===== config.mk =====
export PLATFORM = sky130hd
export DESIGN_NAME = memory_ecc_diag_unit
export DESIGN_NICKNAME = d
export VERILOG_FILES = /design/src/common/memory_ecc_diag_pkg.sv /design/src/logic/data_ecc_core.sv /design/src/logic/memory_ecc_diag_unit.sv
export VERILOG_INCLUDE_DIRS = /design/src /design/src/common
export SDC_FILE = /design/constraint.sdc
export NUM_CORES = 1
export LEC_CHECK = 0
export BUFFER_PORTS_ARGS = -buffer_cell sky130_fd_sc_hd__buf_2
export CAP_MARGIN = 20
export CORE_ASPECT_RATIO = 0.6
export CORE_MARGIN = 2
export CORE_UTILIZATION = 52
export DETAILED_ROUTE_END_ITERATION = 6
export GPL_ROUTABILITY_DRIVEN = 0
export GPL_TIMING_DRIVEN = 1
export HOLD_SLACK_MARGIN = 0.12
export PLACE_DENSITY = 0.79
export SLEW_MARGIN = 20
export SYNTH_ARGS = -nofsm -noshare
export SYNTH_HDL_FRONTEND = slang
export SYNTH_SLANG_ARGS = --single-unit

===== constraint.sdc =====
create_clock -name i_core_clk -period 2.8 [get_ports i_core_clk]
set_input_delay 0.14 -clock i_core_clk [delete_from_list [all_inputs] [get_ports i_core_clk]]
set_output_delay 0.14 -clock i_core_clk [all_outputs]
set_load 0.005 [all_outputs]

===== src/common/memory_ecc_diag_defs.svh =====
// register offsets, field positions and code constants of the memory ecc diagnostic unit
`ifndef MEMORY_ECC_DIAG_DEFS_SVH
`define MEMORY_ECC_DIAG_DEFS_SVH

// register offsets (byte addresses on the register port)
`define MEMCON_OFS_FIRST 16'h8000
`define MODE_DIAG_OFS 16'h8048
`define OWN_AM_OFS 16'h804c
`define WINDOW_SEL_BIT 15
`define WIN_IDX_LO 3

// memory configuration register fields
`define MEMCON_EN_BIT 31
`define MEMCON_BASE_HI 28
`define MEMCON_BASE_LO 24
`define MEMCON_BASE4_LO 26
`define MEMCON_SIG_HI 2
`define MEMCON_SIG_LO 1
`define MEMCON_RW_MASK 32'h9f000007
`define SIG_4MB 2'h2

// mode and diagnostic register fields
`define DIAG_DIS_BIT 0
`define DIAG_FAST_BIT 1
`define DIAG_PASS2_BIT 2
`define DIAG_FORCE_BIT 3
`define DIAG_CKB_LO 8
`define DIAG_CAP1_LO 16

// ownership address and mode register fields
`define OWN_SEG_LO 0
`define OWN_MASK_LO 12
`define OWN_MODE_LO 16
`define OWN_ST_CE_BIT 24
`define OWN_ST_FAIL_BIT 25
`define OWN_ST_UE_BIT 26

// code constants
`define POISON_MASK 8'h07
`define ODD_PARITY_MASK 8'h88
`define OWN_ALL_ZERO 12'h000
`define OWN_ALL_ONES 12'hfff
`define REG_RESET 32'h00000000

`endif


===== src/common/memory_ecc_diag_pkg.sv =====
// types shared by the memory ecc diagnostic unit
package memory_ecc_diag_pkg;

  // ownership memory diagnostic access modes
  typedef enum logic [2:0] {
    OWN_RECON,
    OWN_TEST_ECC,
    OWN_TEST_FORCED,
    OWN_FAST_ECC,
    OWN_FAST_FORCED
  } own_mode_t;

  // decode result of one ownership memory location
  typedef struct packed {
    logic [7:0] data;
    logic ce;
    logic ue;
    logic fail;
  } own_check_t;

endpackage : memory_ecc_diag_pkg


===== src/logic/data_ecc_core.sv =====
// check-bit generator and single-bit corrector for 64-bit data words
`include "memory_ecc_diag_defs.svh"

module data_ecc_core (
  // data word and stored check bits
  input wire logic [63:0] i_data,
  input wire logic [7:0] i_check,
  // generated code and decode result
  output logic [7:0] o_check,
  output logic [7:0] o_syndrome,
  output logic [63:0] o_data,
  output logic o_single,
  output logic o_uncorrectable
);
  localparam int HALF = 32;

  // column per data bit: weight 3 (or 5 in the upper half), distinct, never the poison value
  function automatic logic [7:0] code_column(input int idx);
    int n;
    int w;
    code_column = 8'h00;
    n = 0;
    for (int c = 1; c < 256; c++) begin
      w = $countones(c[7:0]);
      if (idx < HALF && !c[7] && w == 3 && c[7:0] != `POISON_MASK) begin
        if (n == idx) begin
          code_column = c[7:0];
        end
        n++;
      end else if (idx >= HALF && c[7] && (w == 3 || w == 5)) begin
        if (n == idx - HALF) begin
          code_column = c[7:0];
        end
        n++;
      end
    end
  endfunction : code_column

  logic [7:0] col_term [64];
  logic [63:0] hit;

  // per-bit contribution and syndrome match; s7 columns stay zero below bit 32
  for (genvar i = 0; i < 64; i++) begin : g_bit
    localparam logic [7:0] COL = code_column(i);
    assign col_term[i] = i_data[i] ? COL : 8'h00;
    assign hit[i] = (o_syndrome == COL);
  end

  // s3 and s7 start at one so they come out odd parity
  always_comb begin
    o_check = `ODD_PARITY_MASK;
    for (int i = 0; i < 64; i++) begin
      o_check = o_check ^ col_term[i];
    end
  end

  // the odd-parity offset cancels here, so a clean word gives zero
  assign o_syndrome = o_check ^ i_check;
  assign o_data = i_data ^ hit;
  assign o_single = |hit;
  assign o_uncorrectable = (o_syndrome != 8'h00) && !o_single;

endmodule : data_ecc_core


===== src/logic/memory_ecc_diag_unit.sv =====
// ecc, nonexistent-memory and diagnostic logic of the memory controller
`include "memory_ecc_diag_defs.svh"

// Overview of operation
// address matching no enabled set still completes: read error cycle, write hard error
// every memory write stores check bits generated over the 64 data bits
// every read regenerates check bits; zero syndrome means the word is clean
// syndrome equal to a data column flips that bit; other nonzero is uncorrectable
// write parity error, illegal command or bad data command inverts check bits 2..0
// s0,s1,s2,s4,s5,s6 even parity, s3,s7 odd; s7 covers bits 63..32 only
// membership matrices are fixed tables chosen inside the design
// ownership location holds 8 bits plus 4 check bits; xor syndrome, column is correctable
// a location reading all zeros or all ones is flagged as failed
// a control bit disables data error detection independent of diagnostic modes
// fast test drives mode select bit 1 high, bit 0 too with second pass
// forced check-bit mode writes the register field instead of generated check bits
// check bits received on reads are captured into readable register fields
// capture only the first two transfers of every read, masked-write reads included
// software reads memory uncached then the diagnostic register right after
// window address bits 14..3 plus the segment number select the location
// the address and mode register holds a 3-bit mask selecting one ownership bit
// five window access modes; address and mode are loaded before window access
// reconstruction write updates only the masked bit; read returns bits 11..0
// test write stores bits 7..0 with generated check bits; read returns location
// fast test write stores 7..0 and 19..12 in two locations; read 11..0, 23..12
// forced test write stores bits 11..0 raw; read returns raw location
// fast forced write stores 11..0 and 23..12 raw in two locations; read both
module memory_ecc_diag_unit
  import memory_ecc_diag_pkg::*;
#(
  parameter int SETS = 8,
  parameter int SEG_W = 9,
  parameter int IDX_W = 12
) (
  // clock and reset
  input wire logic i_core_clk,
  input wire logic i_resetn,
  // register port
  input wire logic [15:0] i_reg_addr,
  input wire logic [31:0] i_reg_wdata,
  input wire logic i_reg_wr,
  input wire logic i_reg_rd,
  output logic [31:0] o_reg_rdata,
  // memory transaction address check
  input wire logic i_txn_valid,
  input wire logic i_txn_write,
  input wire logic [28:0] i_txn_addr,
  output logic o_nxm_read_error,
  output logic o_nxm_hard_error,
  // write data path
  input wire logic i_mwr_valid,
  input wire logic [63:0] i_mwr_data,
  input wire logic i_mwr_parity_err,
  input wire logic i_mwr_illegal_cmd,
  input wire logic i_bad_write_data_cmd,
  output logic o_mem_we,
  output logic [63:0] o_mem_wdata,
  output logic [7:0] o_mem_wcheck,
  output logic [1:0] o_mode_sel,
  // read data path
  input wire logic i_mrd_valid,
  input wire logic [1:0] i_mrd_xfer,
  input wire logic [63:0] i_mrd_data,
  input wire logic [7:0] i_mrd_check,
  output logic o_rd_valid,
  output logic [63:0] o_rd_data,
  output logic o_rd_corrected,
  output logic o_rd_uncorrectable,
  output logic [7:0] o_rd_syndrome,
  // ownership memory port, asynchronous read, registered write
  output logic [SEG_W+IDX_W-1:0] o_own_raddr_a,
  output logic [SEG_W+IDX_W-1:0] o_own_raddr_b,
  input wire logic [11:0] i_own_rdata_a,
  input wire logic [11:0] i_own_rdata_b,
  output logic o_own_we_a,
  output logic o_own_we_b,
  output logic [SEG_W+IDX_W-1:0] o_own_waddr_a,
  output logic [SEG_W+IDX_W-1:0] o_own_waddr_b,
  output logic [11:0] o_own_wdata_a,
  output logic [11:0] o_own_wdata_b
);
  localparam int SET_W = $clog2(SETS);
  localparam int LOC_W = SEG_W + IDX_W;
  localparam logic [15:0] MEMCON_END = 16'(`MEMCON_OFS_FIRST + 4 * SETS);

  // ownership code columns; check bits are unit columns and count as uncorrectable
  function automatic logic [3:0] own_col(input int i);
    case (i)
      0: own_col = 4'h3;
      1: own_col = 4'h5;
      2: own_col = 4'h6;
      3: own_col = 4'h9;
      4: own_col = 4'ha;
      5: own_col = 4'hc;
      6: own_col = 4'h7;
      default: own_col = 4'hb;
    endcase
  endfunction : own_col

  function automatic logic [3:0] own_gen(input logic [7:0] d);
    own_gen = 4'h0;
    for (int i = 0; i < 8; i++) begin
      own_gen = own_gen ^ (d[i] ? own_col(i) : 4'h0);
    end
  endfunction : own_gen

  // syndrome, correction and stuck-pattern check of one location
  function automatic own_check_t own_decode(input logic [11:0] loc);
    logic [3:0] syn;
    own_decode = '0;
    syn = own_gen(loc[7:0]) ^ loc[11:8];
    own_decode.data = loc[7:0];
    for (int i = 0; i < 8; i++) begin
      if (syn == own_col(i)) begin
        own_decode.data[i] = ~loc[i];
        own_decode.ce = 1'b1;
      end
    end
    own_decode.ue = (syn != 4'h0) && !own_decode.ce;
    own_decode.fail = (loc == `OWN_ALL_ZERO) || (loc == `OWN_ALL_ONES);
  endfunction : own_decode

  logic [31:0] memcon_reg [SETS];
  logic [SETS-1:0] set_hit;
  logic dis_reg, fast_reg, pass2_reg, force_reg;
  logic [7:0] ckb_reg, cap1_reg;
  logic [SEG_W-1:0] own_seg_reg;
  logic [2:0] own_mask_reg, own_mode_reg;
  logic own_ce_reg, own_fail_reg, own_ue_reg;
  logic [7:0] gen_check, rd_syndrome;
  logic [63:0] rd_fixed;
  logic rd_single, rd_uncorr;
  logic [31:0] diag_rd, own_am_rd, win_rd, rd_mux;
  logic win_we_a, win_we_b;
  logic [11:0] win_wdata_a, win_wdata_b;
  logic [7:0] recon_data;

  // register port decode
  wire logic memcon_hit = (i_reg_addr >= `MEMCON_OFS_FIRST) && (i_reg_addr < MEMCON_END)
                          && (i_reg_addr[1:0] == 2'h0);
  wire logic [SET_W-1:0] memcon_idx = i_reg_addr[2 +: SET_W];
  wire logic diag_hit = (i_reg_addr == `MODE_DIAG_OFS);
  wire logic own_am_hit = (i_reg_addr == `OWN_AM_OFS);
  wire logic win_hit = !i_reg_addr[`WINDOW_SEL_BIT];
  wire logic diag_wr = i_reg_wr && diag_hit;
  wire logic own_am_wr = i_reg_wr && own_am_hit;
  wire logic win_wr = i_reg_wr && win_hit;
  wire logic win_rd_stb = i_reg_rd && win_hit;

  // per-set configuration storage and base address compare
  for (genvar s = 0; s < SETS; s++) begin : g_set
    wire logic is_4mb = (memcon_reg[s][`MEMCON_SIG_HI:`MEMCON_SIG_LO] == `SIG_4MB);
    wire logic hit_1mb = (memcon_reg[s][`MEMCON_BASE_HI:`MEMCON_BASE_LO]
                          == i_txn_addr[`MEMCON_BASE_HI:`MEMCON_BASE_LO]);
    wire logic hit_4mb = (memcon_reg[s][`MEMCON_BASE_HI:`MEMCON_BASE4_LO]
                          == i_txn_addr[`MEMCON_BASE_HI:`MEMCON_BASE4_LO]);
    assign set_hit[s] = memcon_reg[s][`MEMCON_EN_BIT] && (is_4mb ? hit_4mb : hit_1mb);
    always_ff @(posedge i_core_clk or negedge i_resetn) begin
      if (!i_resetn) begin
        memcon_reg[s] <= `REG_RESET;
      end else if (i_reg_wr && memcon_hit && memcon_idx == SET_W'(s)) begin
        memcon_reg[s] <= i_reg_wdata & `MEMCON_RW_MASK;
      end
    end
  end

  // nonexistent memory: the transaction is still answered, only flagged
  always_ff @(posedge i_core_clk or negedge i_resetn) begin
    if (!i_resetn) begin
      o_nxm_read_error <= 1'b0;
      o_nxm_hard_error <= 1'b0;
    end else begin
      o_nxm_read_error <= i_txn_valid && !i_txn_write && !(|set_hit);
      o_nxm_hard_error <= i_txn_valid && i_txn_write && !(|set_hit);
    end
  end

  // write path: generated or forced check bits, then poisoning on bad write data
  data_ecc_core u_wr_ecc (
    .i_data(i_mwr_data),
    .i_check(8'h00),
    .o_check(gen_check),
    .o_syndrome(),
    .o_data(),
    .o_single(),
    .o_uncorrectable()
  );
  wire logic wr_poison = i_mwr_parity_err || i_mwr_illegal_cmd || i_bad_write_data_cmd;
  wire logic [7:0] wr_base_check = force_reg ? ckb_reg : gen_check;
  wire logic [7:0] wr_check = wr_base_check ^ (wr_poison ? `POISON_MASK : 8'h00);

  always_ff @(posedge i_core_clk or negedge i_resetn) begin
    if (!i_resetn) begin
      o_mem_we <= 1'b0;
      o_mem_wdata <= '0;
      o_mem_wcheck <= '0;
    end else begin
      o_mem_we <= i_mwr_valid;
      if (i_mwr_valid) begin
        o_mem_wdata <= i_mwr_data;
        o_mem_wcheck <= wr_check;
      end
    end
  end

  // bank mode select follows the flopped diagnostic bits on every access
  assign o_mode_sel = {fast_reg, fast_reg && pass2_reg};

  // read path; the detect-disable bit lets check-bit drams be tested with raw data
  data_ecc_core u_rd_ecc (
    .i_data(i_mrd_data),
    .i_check(i_mrd_check),
    .o_check(),
    .o_syndrome(rd_syndrome),
    .o_data(rd_fixed),
    .o_single(rd_single),
    .o_uncorrectable(rd_uncorr)
  );

  always_ff @(posedge i_core_clk or negedge i_resetn) begin
    if (!i_resetn) begin
      o_rd_valid <= 1'b0;
      o_rd_data <= '0;
      o_rd_corrected <= 1'b0;
      o_rd_uncorrectable <= 1'b0;
      o_rd_syndrome <= '0;
    end else begin
      o_rd_valid <= i_mrd_valid;
      if (i_mrd_valid) begin
        o_rd_data <= dis_reg ? i_mrd_data : rd_fixed;
        o_rd_corrected <= !dis_reg && rd_single;
        o_rd_uncorrectable <= !dis_reg && rd_uncorr;
        o_rd_syndrome <= rd_syndrome;
      end
    end
  end

  // diagnostic register; a capture in the same cycle as a write wins
  wire logic cap0 = i_mrd_valid && (i_mrd_xfer == 2'h0);
  wire logic cap1 = i_mrd_valid && (i_mrd_xfer == 2'h1);
  always_ff @(posedge i_core_clk or negedge i_resetn) begin
    if (!i_resetn) begin
      dis_reg <= 1'b0;
      fast_reg <= 1'b0;
      pass2_reg <= 1'b0;
      force_reg <= 1'b0;
      ckb_reg <= '0;
      cap1_reg <= '0;
    end else begin
      if (diag_wr) begin
        dis_reg <= i_reg_wdata[`DIAG_DIS_BIT];
        fast_reg <= i_reg_wdata[`DIAG_FAST_BIT];
        pass2_reg <= i_reg_wdata[`DIAG_PASS2_BIT];
        force_reg <= i_reg_wdata[`DIAG_FORCE_BIT];
      end
      if (cap0) begin
        ckb_reg <= i_mrd_check;
      end else if (diag_wr) begin
        ckb_reg <= i_reg_wdata[`DIAG_CKB_LO +: 8];
      end
      if (cap1) begin
        cap1_reg <= i_mrd_check;
      end
    end
  end

  // ownership window: segment plus window index pick the location pair
  wire logic [LOC_W-1:0] own_loc_a = {own_seg_reg, i_reg_addr[`WIN_IDX_LO +: IDX_W]};
  wire logic [LOC_W-1:0] own_loc_b = own_loc_a + {{(LOC_W-1){1'b0}}, 1'b1};
  assign o_own_raddr_a = own_loc_a;
  assign o_own_raddr_b = own_loc_b;
  wire own_check_t dec_a = own_decode(i_own_rdata_a);
  wire own_check_t dec_b = own_decode(i_own_rdata_b);
  wire own_mode_t own_mode = own_mode_t'(own_mode_reg);
  wire logic fast_pair = (own_mode == OWN_FAST_ECC) || (own_mode == OWN_FAST_FORCED);

  // merge the masked bit into the corrected location for reconstruction
  always_comb begin
    recon_data = dec_a.data;
    recon_data[own_mask_reg] = i_reg_wdata[0];
  end

  // window write data and read data per access mode; unknown modes do nothing
  always_comb begin
    win_we_a = 1'b0;
    win_we_b = 1'b0;
    win_wdata_a = '0;
    win_wdata_b = '0;
    win_rd = '0;
    case (own_mode)
      OWN_RECON: begin
        win_we_a = 1'b1;
        win_wdata_a = {own_gen(recon_data), recon_data};
        win_rd[11:0] = i_own_rdata_a;
      end
      OWN_TEST_ECC: begin
        win_we_a = 1'b1;
        win_wdata_a = {own_gen(i_reg_wdata[7:0]), i_reg_wdata[7:0]};
        win_rd[11:0] = i_own_rdata_a;
      end
      OWN_TEST_FORCED: begin
        win_we_a = 1'b1;
        win_wdata_a = i_reg_wdata[11:0];
        win_rd[11:0] = i_own_rdata_a;
      end
      OWN_FAST_ECC: begin
        win_we_a = 1'b1;
        win_we_b = 1'b1;
        win_wdata_a = {own_gen(i_reg_wdata[7:0]), i_reg_wdata[7:0]};
        win_wdata_b = {own_gen(i_reg_wdata[19:12]), i_reg_wdata[19:12]};
        win_rd[23:0] = {i_own_rdata_b, i_own_rdata_a};
      end
      OWN_FAST_FORCED: begin
        win_we_a = 1'b1;
        win_we_b = 1'b1;
        win_wdata_a = i_reg_wdata[11:0];
        win_wdata_b = i_reg_wdata[23:12];
        win_rd[23:0] = {i_own_rdata_b, i_own_rdata_a};
      end
      default: begin
        win_rd = '0;
      end
    endcase
  end

  // ownership memory write is issued the cycle after the window write
  always_ff @(posedge i_core_clk or negedge i_resetn) begin
    if (!i_resetn) begin
      o_own_we_a <= 1'b0;
      o_own_we_b <= 1'b0;
      o_own_waddr_a <= '0;
      o_own_waddr_b <= '0;
      o_own_wdata_a <= '0;
      o_own_wdata_b <= '0;
    end else begin
      o_own_we_a <= win_wr && win_we_a;
      o_own_we_b <= win_wr && win_we_b;
      if (win_wr) begin
        o_own_waddr_a <= own_loc_a;
        o_own_waddr_b <= own_loc_b;
        o_own_wdata_a <= win_wdata_a;
        o_own_wdata_b <= win_wdata_b;
      end
    end
  end

  // address and mode register; window reads refresh the location status
  always_ff @(posedge i_core_clk or negedge i_resetn) begin
    if (!i_resetn) begin
      own_seg_reg <= '0;
      own_mask_reg <= '0;
      own_mode_reg <= '0;
      own_ce_reg <= 1'b0;
      own_fail_reg <= 1'b0;
      own_ue_reg <= 1'b0;
    end else if (own_am_wr) begin
      own_seg_reg <= i_reg_wdata[`OWN_SEG_LO +: SEG_W];
      own_mask_reg <= i_reg_wdata[`OWN_MASK_LO +: 3];
      own_mode_reg <= i_reg_wdata[`OWN_MODE_LO +: 3];
      own_ce_reg <= 1'b0;
      own_fail_reg <= 1'b0;
      own_ue_reg <= 1'b0;
    end else if (win_rd_stb) begin
      own_ce_reg <= dec_a.ce || (fast_pair && dec_b.ce);
      own_fail_reg <= dec_a.fail || (fast_pair && dec_b.fail);
      own_ue_reg <= dec_a.ue || (fast_pair && dec_b.ue);
    end
  end

  // readback images
  always_comb begin
    diag_rd = '0;
    diag_rd[`DIAG_DIS_BIT] = dis_reg;
    diag_rd[`DIAG_FAST_BIT] = fast_reg;
    diag_rd[`DIAG_PASS2_BIT] = pass2_reg;
    diag_rd[`DIAG_FORCE_BIT] = force_reg;
    diag_rd[`DIAG_CKB_LO +: 8] = ckb_reg;
    diag_rd[`DIAG_CAP1_LO +: 8] = cap1_reg;
    own_am_rd = '0;
    own_am_rd[`OWN_SEG_LO +: SEG_W] = own_seg_reg;
    own_am_rd[`OWN_MASK_LO +: 3] = own_mask_reg;
    own_am_rd[`OWN_MODE_LO +: 3] = own_mode_reg;
    own_am_rd[`OWN_ST_CE_BIT] = own_ce_reg;
    own_am_rd[`OWN_ST_FAIL_BIT] = own_fail_reg;
    own_am_rd[`OWN_ST_UE_BIT] = own_ue_reg;
  end

  // unmapped addresses read as zero
  assign rd_mux = win_hit ? win_rd :
                  memcon_hit ? memcon_reg[memcon_idx] :
                  diag_hit ? diag_rd :
                  own_am_hit ? own_am_rd : `REG_RESET;

  // read data stand for the one cycle after the strobe
  always_ff @(posedge i_core_clk or negedge i_resetn) begin
    if (!i_resetn) begin
      o_reg_rdata <= `REG_RESET;
    end else begin
      o_reg_rdata <= i_reg_rd ? rd_mux : `REG_RESET;
    end
  end
endmodule : memory_ecc_diag_unit


==> flow_metrics.py <==
metrics = {
    "floorplanning": {
        "io_pins": 544,
        "die_h_um": 160,
        "dieArea_um2": 42100,
        "start_util_pct": 52.4,
        "core_area_um2": 40200,
        "die_x_um": 264,
        "fp-row-count": 57,
    },
    "timing": {
        "setup_viol": 14,
        "clock_skew_ns": 0.0239,
        "period_share_pct": 114,
        "fin_ws_ns": -0.381,
        "slew_viol_final": 0,
        "grt_setup_unrepaired": "true",
        "fmax_ghz": 0.314,
        "hold_viol": 0,
        "maxSlewHeadroom_pct": 35.4,
        "tightest_slew_ns": 0.962,
        "tns_ns": -1.16,
        "period_needed_ns": 3.18,
    },
    "synthesis": {
        "syn_avg_cell_area_um2": 10.2,
        "async_flop_share_pct": 100,
        "synth_edf_count": 0,
        "yosysWarnings": 0,
        "synth_flop_cell": "dfrtp_1",
        "ys_seq_elements": 358,
        "ys_seq_area_share_pct": 42.6,
        "netlist_area_um2": 21000,
        "synth_cell_types": 68,
        "synthCells": 2066,
    },
    "grt": {
        "grt_pass1_vias": 20856,
        "grt.total_usage_pct": 39.0,
        "antenna_found_initial": 12,
        "gr-total-overflow": 0,
        "grt_max_degree": 90,
        "grt_pass1_wl_um": 126000,
    },
    "layout": {
        "areaGrowthSynthToFinish_pct": 41.0,
        "final_core_util_pct": 73.9,
        "layout-drive-gt1-share_pct": 37.1,
        "finalNetCount": 3211,
        "largest_reg_flops": 72,
        "fill_cells": 2566,
        "postLayoutCellArea_um2": 29700,
    },
    "placed_design": {
        "io_buffers": 515,
        "dp_hpwl_um": 58300,
        "dpl_cell_area_um2": 25800,
    },
    "routing": {
        "firstDrtPassIters": 7,
        "final_antenna_net_count": 0,
        "drtIter0Drc": 3199,
        "drc": 52,
        "dr_total_vias": 20982,
        "routedWlPerCell_um": 24.4,
        "avgViaCountPerCell": 5.96,
        "drt-total-wl_um": 85900,
    },
    "clock_tree": {
        "clock_latency_ns": 0.55,
        "clockRootBuffer": "clkbuf_16",
        "htree_levels": 2,
        "cts.sinks": 358,
        "path_clk_slew_ns": 0.06,
        "cts_tree": "done",
        "cts_buffers": 37,
        "cts_max_path_buffers": 3,
    },
    "hold_path": {
        "min_path_type": "in2reg",
    },
    "power_and_ir_drop": {
        "switching_share_pct": 41.4,
        "p_leak_nw": 13.9,
        "power_density_nw_per_um2": 838,
        "combPwrFrac_pct": 54.5,
        "clock_power_share_pct": 21.1,
        "power.switching_mw": 10.3,
        "peakVddDrop_uv": 1060,
        "p_int_mw": 14.6,
        "seqPwrFrac_pct": 24.5,
    },
    "worst_setup_path": {
        "worstPathRequired_ns": 3.22,
        "rrSetupSlack_ns": 0.21,
        "arrival_ns": 3.60,
        "end_kind": "register",
        "worstSetupPathType": "in2reg",
        "crit_path_start_kind": "input pin",
        "crit_fanout": 4,
    },
    "status": {
        "outcome": "finished with violations",
        "failed_checks": "DRC, setup timing",
    },
    "flow_run": {
        "cap_violations": 0,
    },
}
-- synthesized netlist by cell type, types with 5 or more instances --
| master | count | share of area [%] |
|---|---|---|
| a21oi_1 | 119 | 2.8 |
| a32oi_1 | 5 | 0.21 |
| buf_2 | 7 | 0.17 |
| and3_1 | 8 | 0.24 |
| mux2_2 | 169 | 9.0 |
| nor4b_1 | 5 | 0.21 |
| nand3_1 | 30 | 0.71 |
| dfrtp_1 | 358 | 43 |
| a22oi_1 | 18 | 0.64 |
| or3_1 | 9 | 0.27 |
| clkbuf_1 | 95 | 1.7 |
| mux2i_1 | 30 | 1.4 |
| ha_1 | 5 | 0.30 |
| o21ai_0 | 67 | 1.6 |
| nand2b_1 | 5 | 0.15 |
| nand2_1 | 233 | 4.2 |
| mux4_2 | 18 | 1.9 |
| buf_1 | 7 | 0.12 |
| nand4_1 | 18 | 0.54 |
| buf_4 | 15 | 0.54 |
| nor2b_1 | 13 | 0.39 |
| xnor2_1 | 337 | 14 |
| nor2_1 | 224 | 4.0 |
| inv_1 | 19 | 0.34 |
| nor3_1 | 24 | 0.57 |
| xnor2_2 | 6 | 0.46 |
| xor2_1 | 100 | 4.2 |
| xnor3_1 | 22 | 2.4 |
| nor4_1 | 10 | 0.30 |
| a31oi_1 | 17 | 0.51 |
| a2bb2oi_1 | 5 | 0.21 |
| o22ai_1 | 9 | 0.27 |
-- routing by layer --
layer / part of all wire (%) / track usage, % / up-vias
li1: - / - / 8752
met1: 38 / 51.0 / 10213
met2: 44 / 59.0 / 1597
met3: 13 / 13.4 / 414
met4: 5.5 / 16.8 / 6
met5: 0.048 / 0 / -
-- power groups by stage --
stage / sequential (mW) / clock [mW] / combinational, mW
after global placement: 6.10 / 0 / 10.9
after detailed placement: 6.13 / 0 / 11.2
after CTS: 6.04 / 5.26 / 11.8
after floorplan: 6.09 / 0 / 6.04
after global routing: 6.11 / 5.51 / 13.9
final: 6.08 / 5.25 / 13.5
-- cell families (layout without fill, tap and decap cells) --
group	count (synthesis)	in the layout	share of synthesized area, %
AOI/OAI and AO/OA	267	267	7.35
xor gates and xnor gates	476	476	22.3
adders and majority gates	5	5	0.297
buffers and inverters	144	1061	2.88
DFF	358	358	42.6
muxes	217	217	12.4
other	1	9	0.0178
and+or+nand+nor	598	598	12.2
-- per-stage QoR --
| step | worst slack, ns | power [mW] | instances | hold WS (ns) |
|---|---|---|---|---|
| floorplan | -0.169 | 12.1 | 2067 | -0.156 |
| global placement | -0.665 | 17.0 | 3226 | 0.195 |
| finish | -0.381 | 24.9 | 3522 | 0.149 |
| global route | -0.384 | 25.5 | 3522 | 0.144 |
| detailed placement | -0.778 | 17.3 | 3226 | 0.208 |
| CTS | 0.000149 | 23.1 | 3510 | 0.121 |
-- final cells by class --
cell class	instances	area [um2]	share of cell area [%]
multi-input combinational	1565	12000	40.5
sequential	358	8960	30.2
timing repair buffer	974	6670	22.5
clock buffer	52	1070	3.61
tap	531	664	2.24
clock inverter	15	190	0.641
inverter	20	78.8	0.266
antenna	7	17.5	0.0590
-- worst max-delay path, stage by stage --
cell,delay [ns]
buf_2,0.18
xnor2_1,0.29
xnor2_2,0.13
xnor2_2,0.28
xnor3_2,0.58
xnor2_4,0.42
xnor2_2,0.18
nor3_1,0.76
a2bb2oi_2,0.13
o2111ai_2,0.15
a2111oi_4,0.08
a32o_1,0.27
-- repair_timing --
item | 4_1_cts | 5_1_grt
hold buffers | 213 | 0
hold endpoints to repair | 366 | 0
buffers inserted | 4 | 5
pin swaps | 6 | 20
setup endpoints to repair | 3 | 76
gates resized for setup | 12 | 69
-- final timing paths --
check                                          end              from  depth (start not counted)
max in group asynchronous         o_own_wdata_a[3]          i_resetn                          3
min in group asynchronous           o_mem_wdata[3]          i_resetn                          2
worst min register to register    o_own_waddr_a[1]  o_own_waddr_a[1]                          2
worst min-delay path             o_own_waddr_a[18]          i_reg_wr                          4
worst max register to register     o_reg_rdata[15]       own_mode[2]                          8
worst max-delay path            o_rd_uncorrectable     i_mrd_data[4]                         12
-- placed cells by master, fill, tap and decap left out, drive strengths merged, types with 30 or more instances in the layout --
cell type | synthesis | final
a21oi | 119 | 119
buf | 29 | 761
clkbuf | 95 | 52
dfrtp | 358 | 358
dlygate4sd3 | 0 | 213
mux2 | 169 | 169
mux2i | 30 | 30
nand2 | 233 | 233
nand3 | 30 | 30
nor2 | 227 | 227
o21ai | 70 | 70
xnor2 | 347 | 347
xor2 | 102 | 102
Note: power is estimated with default switching activity, not from simulation.
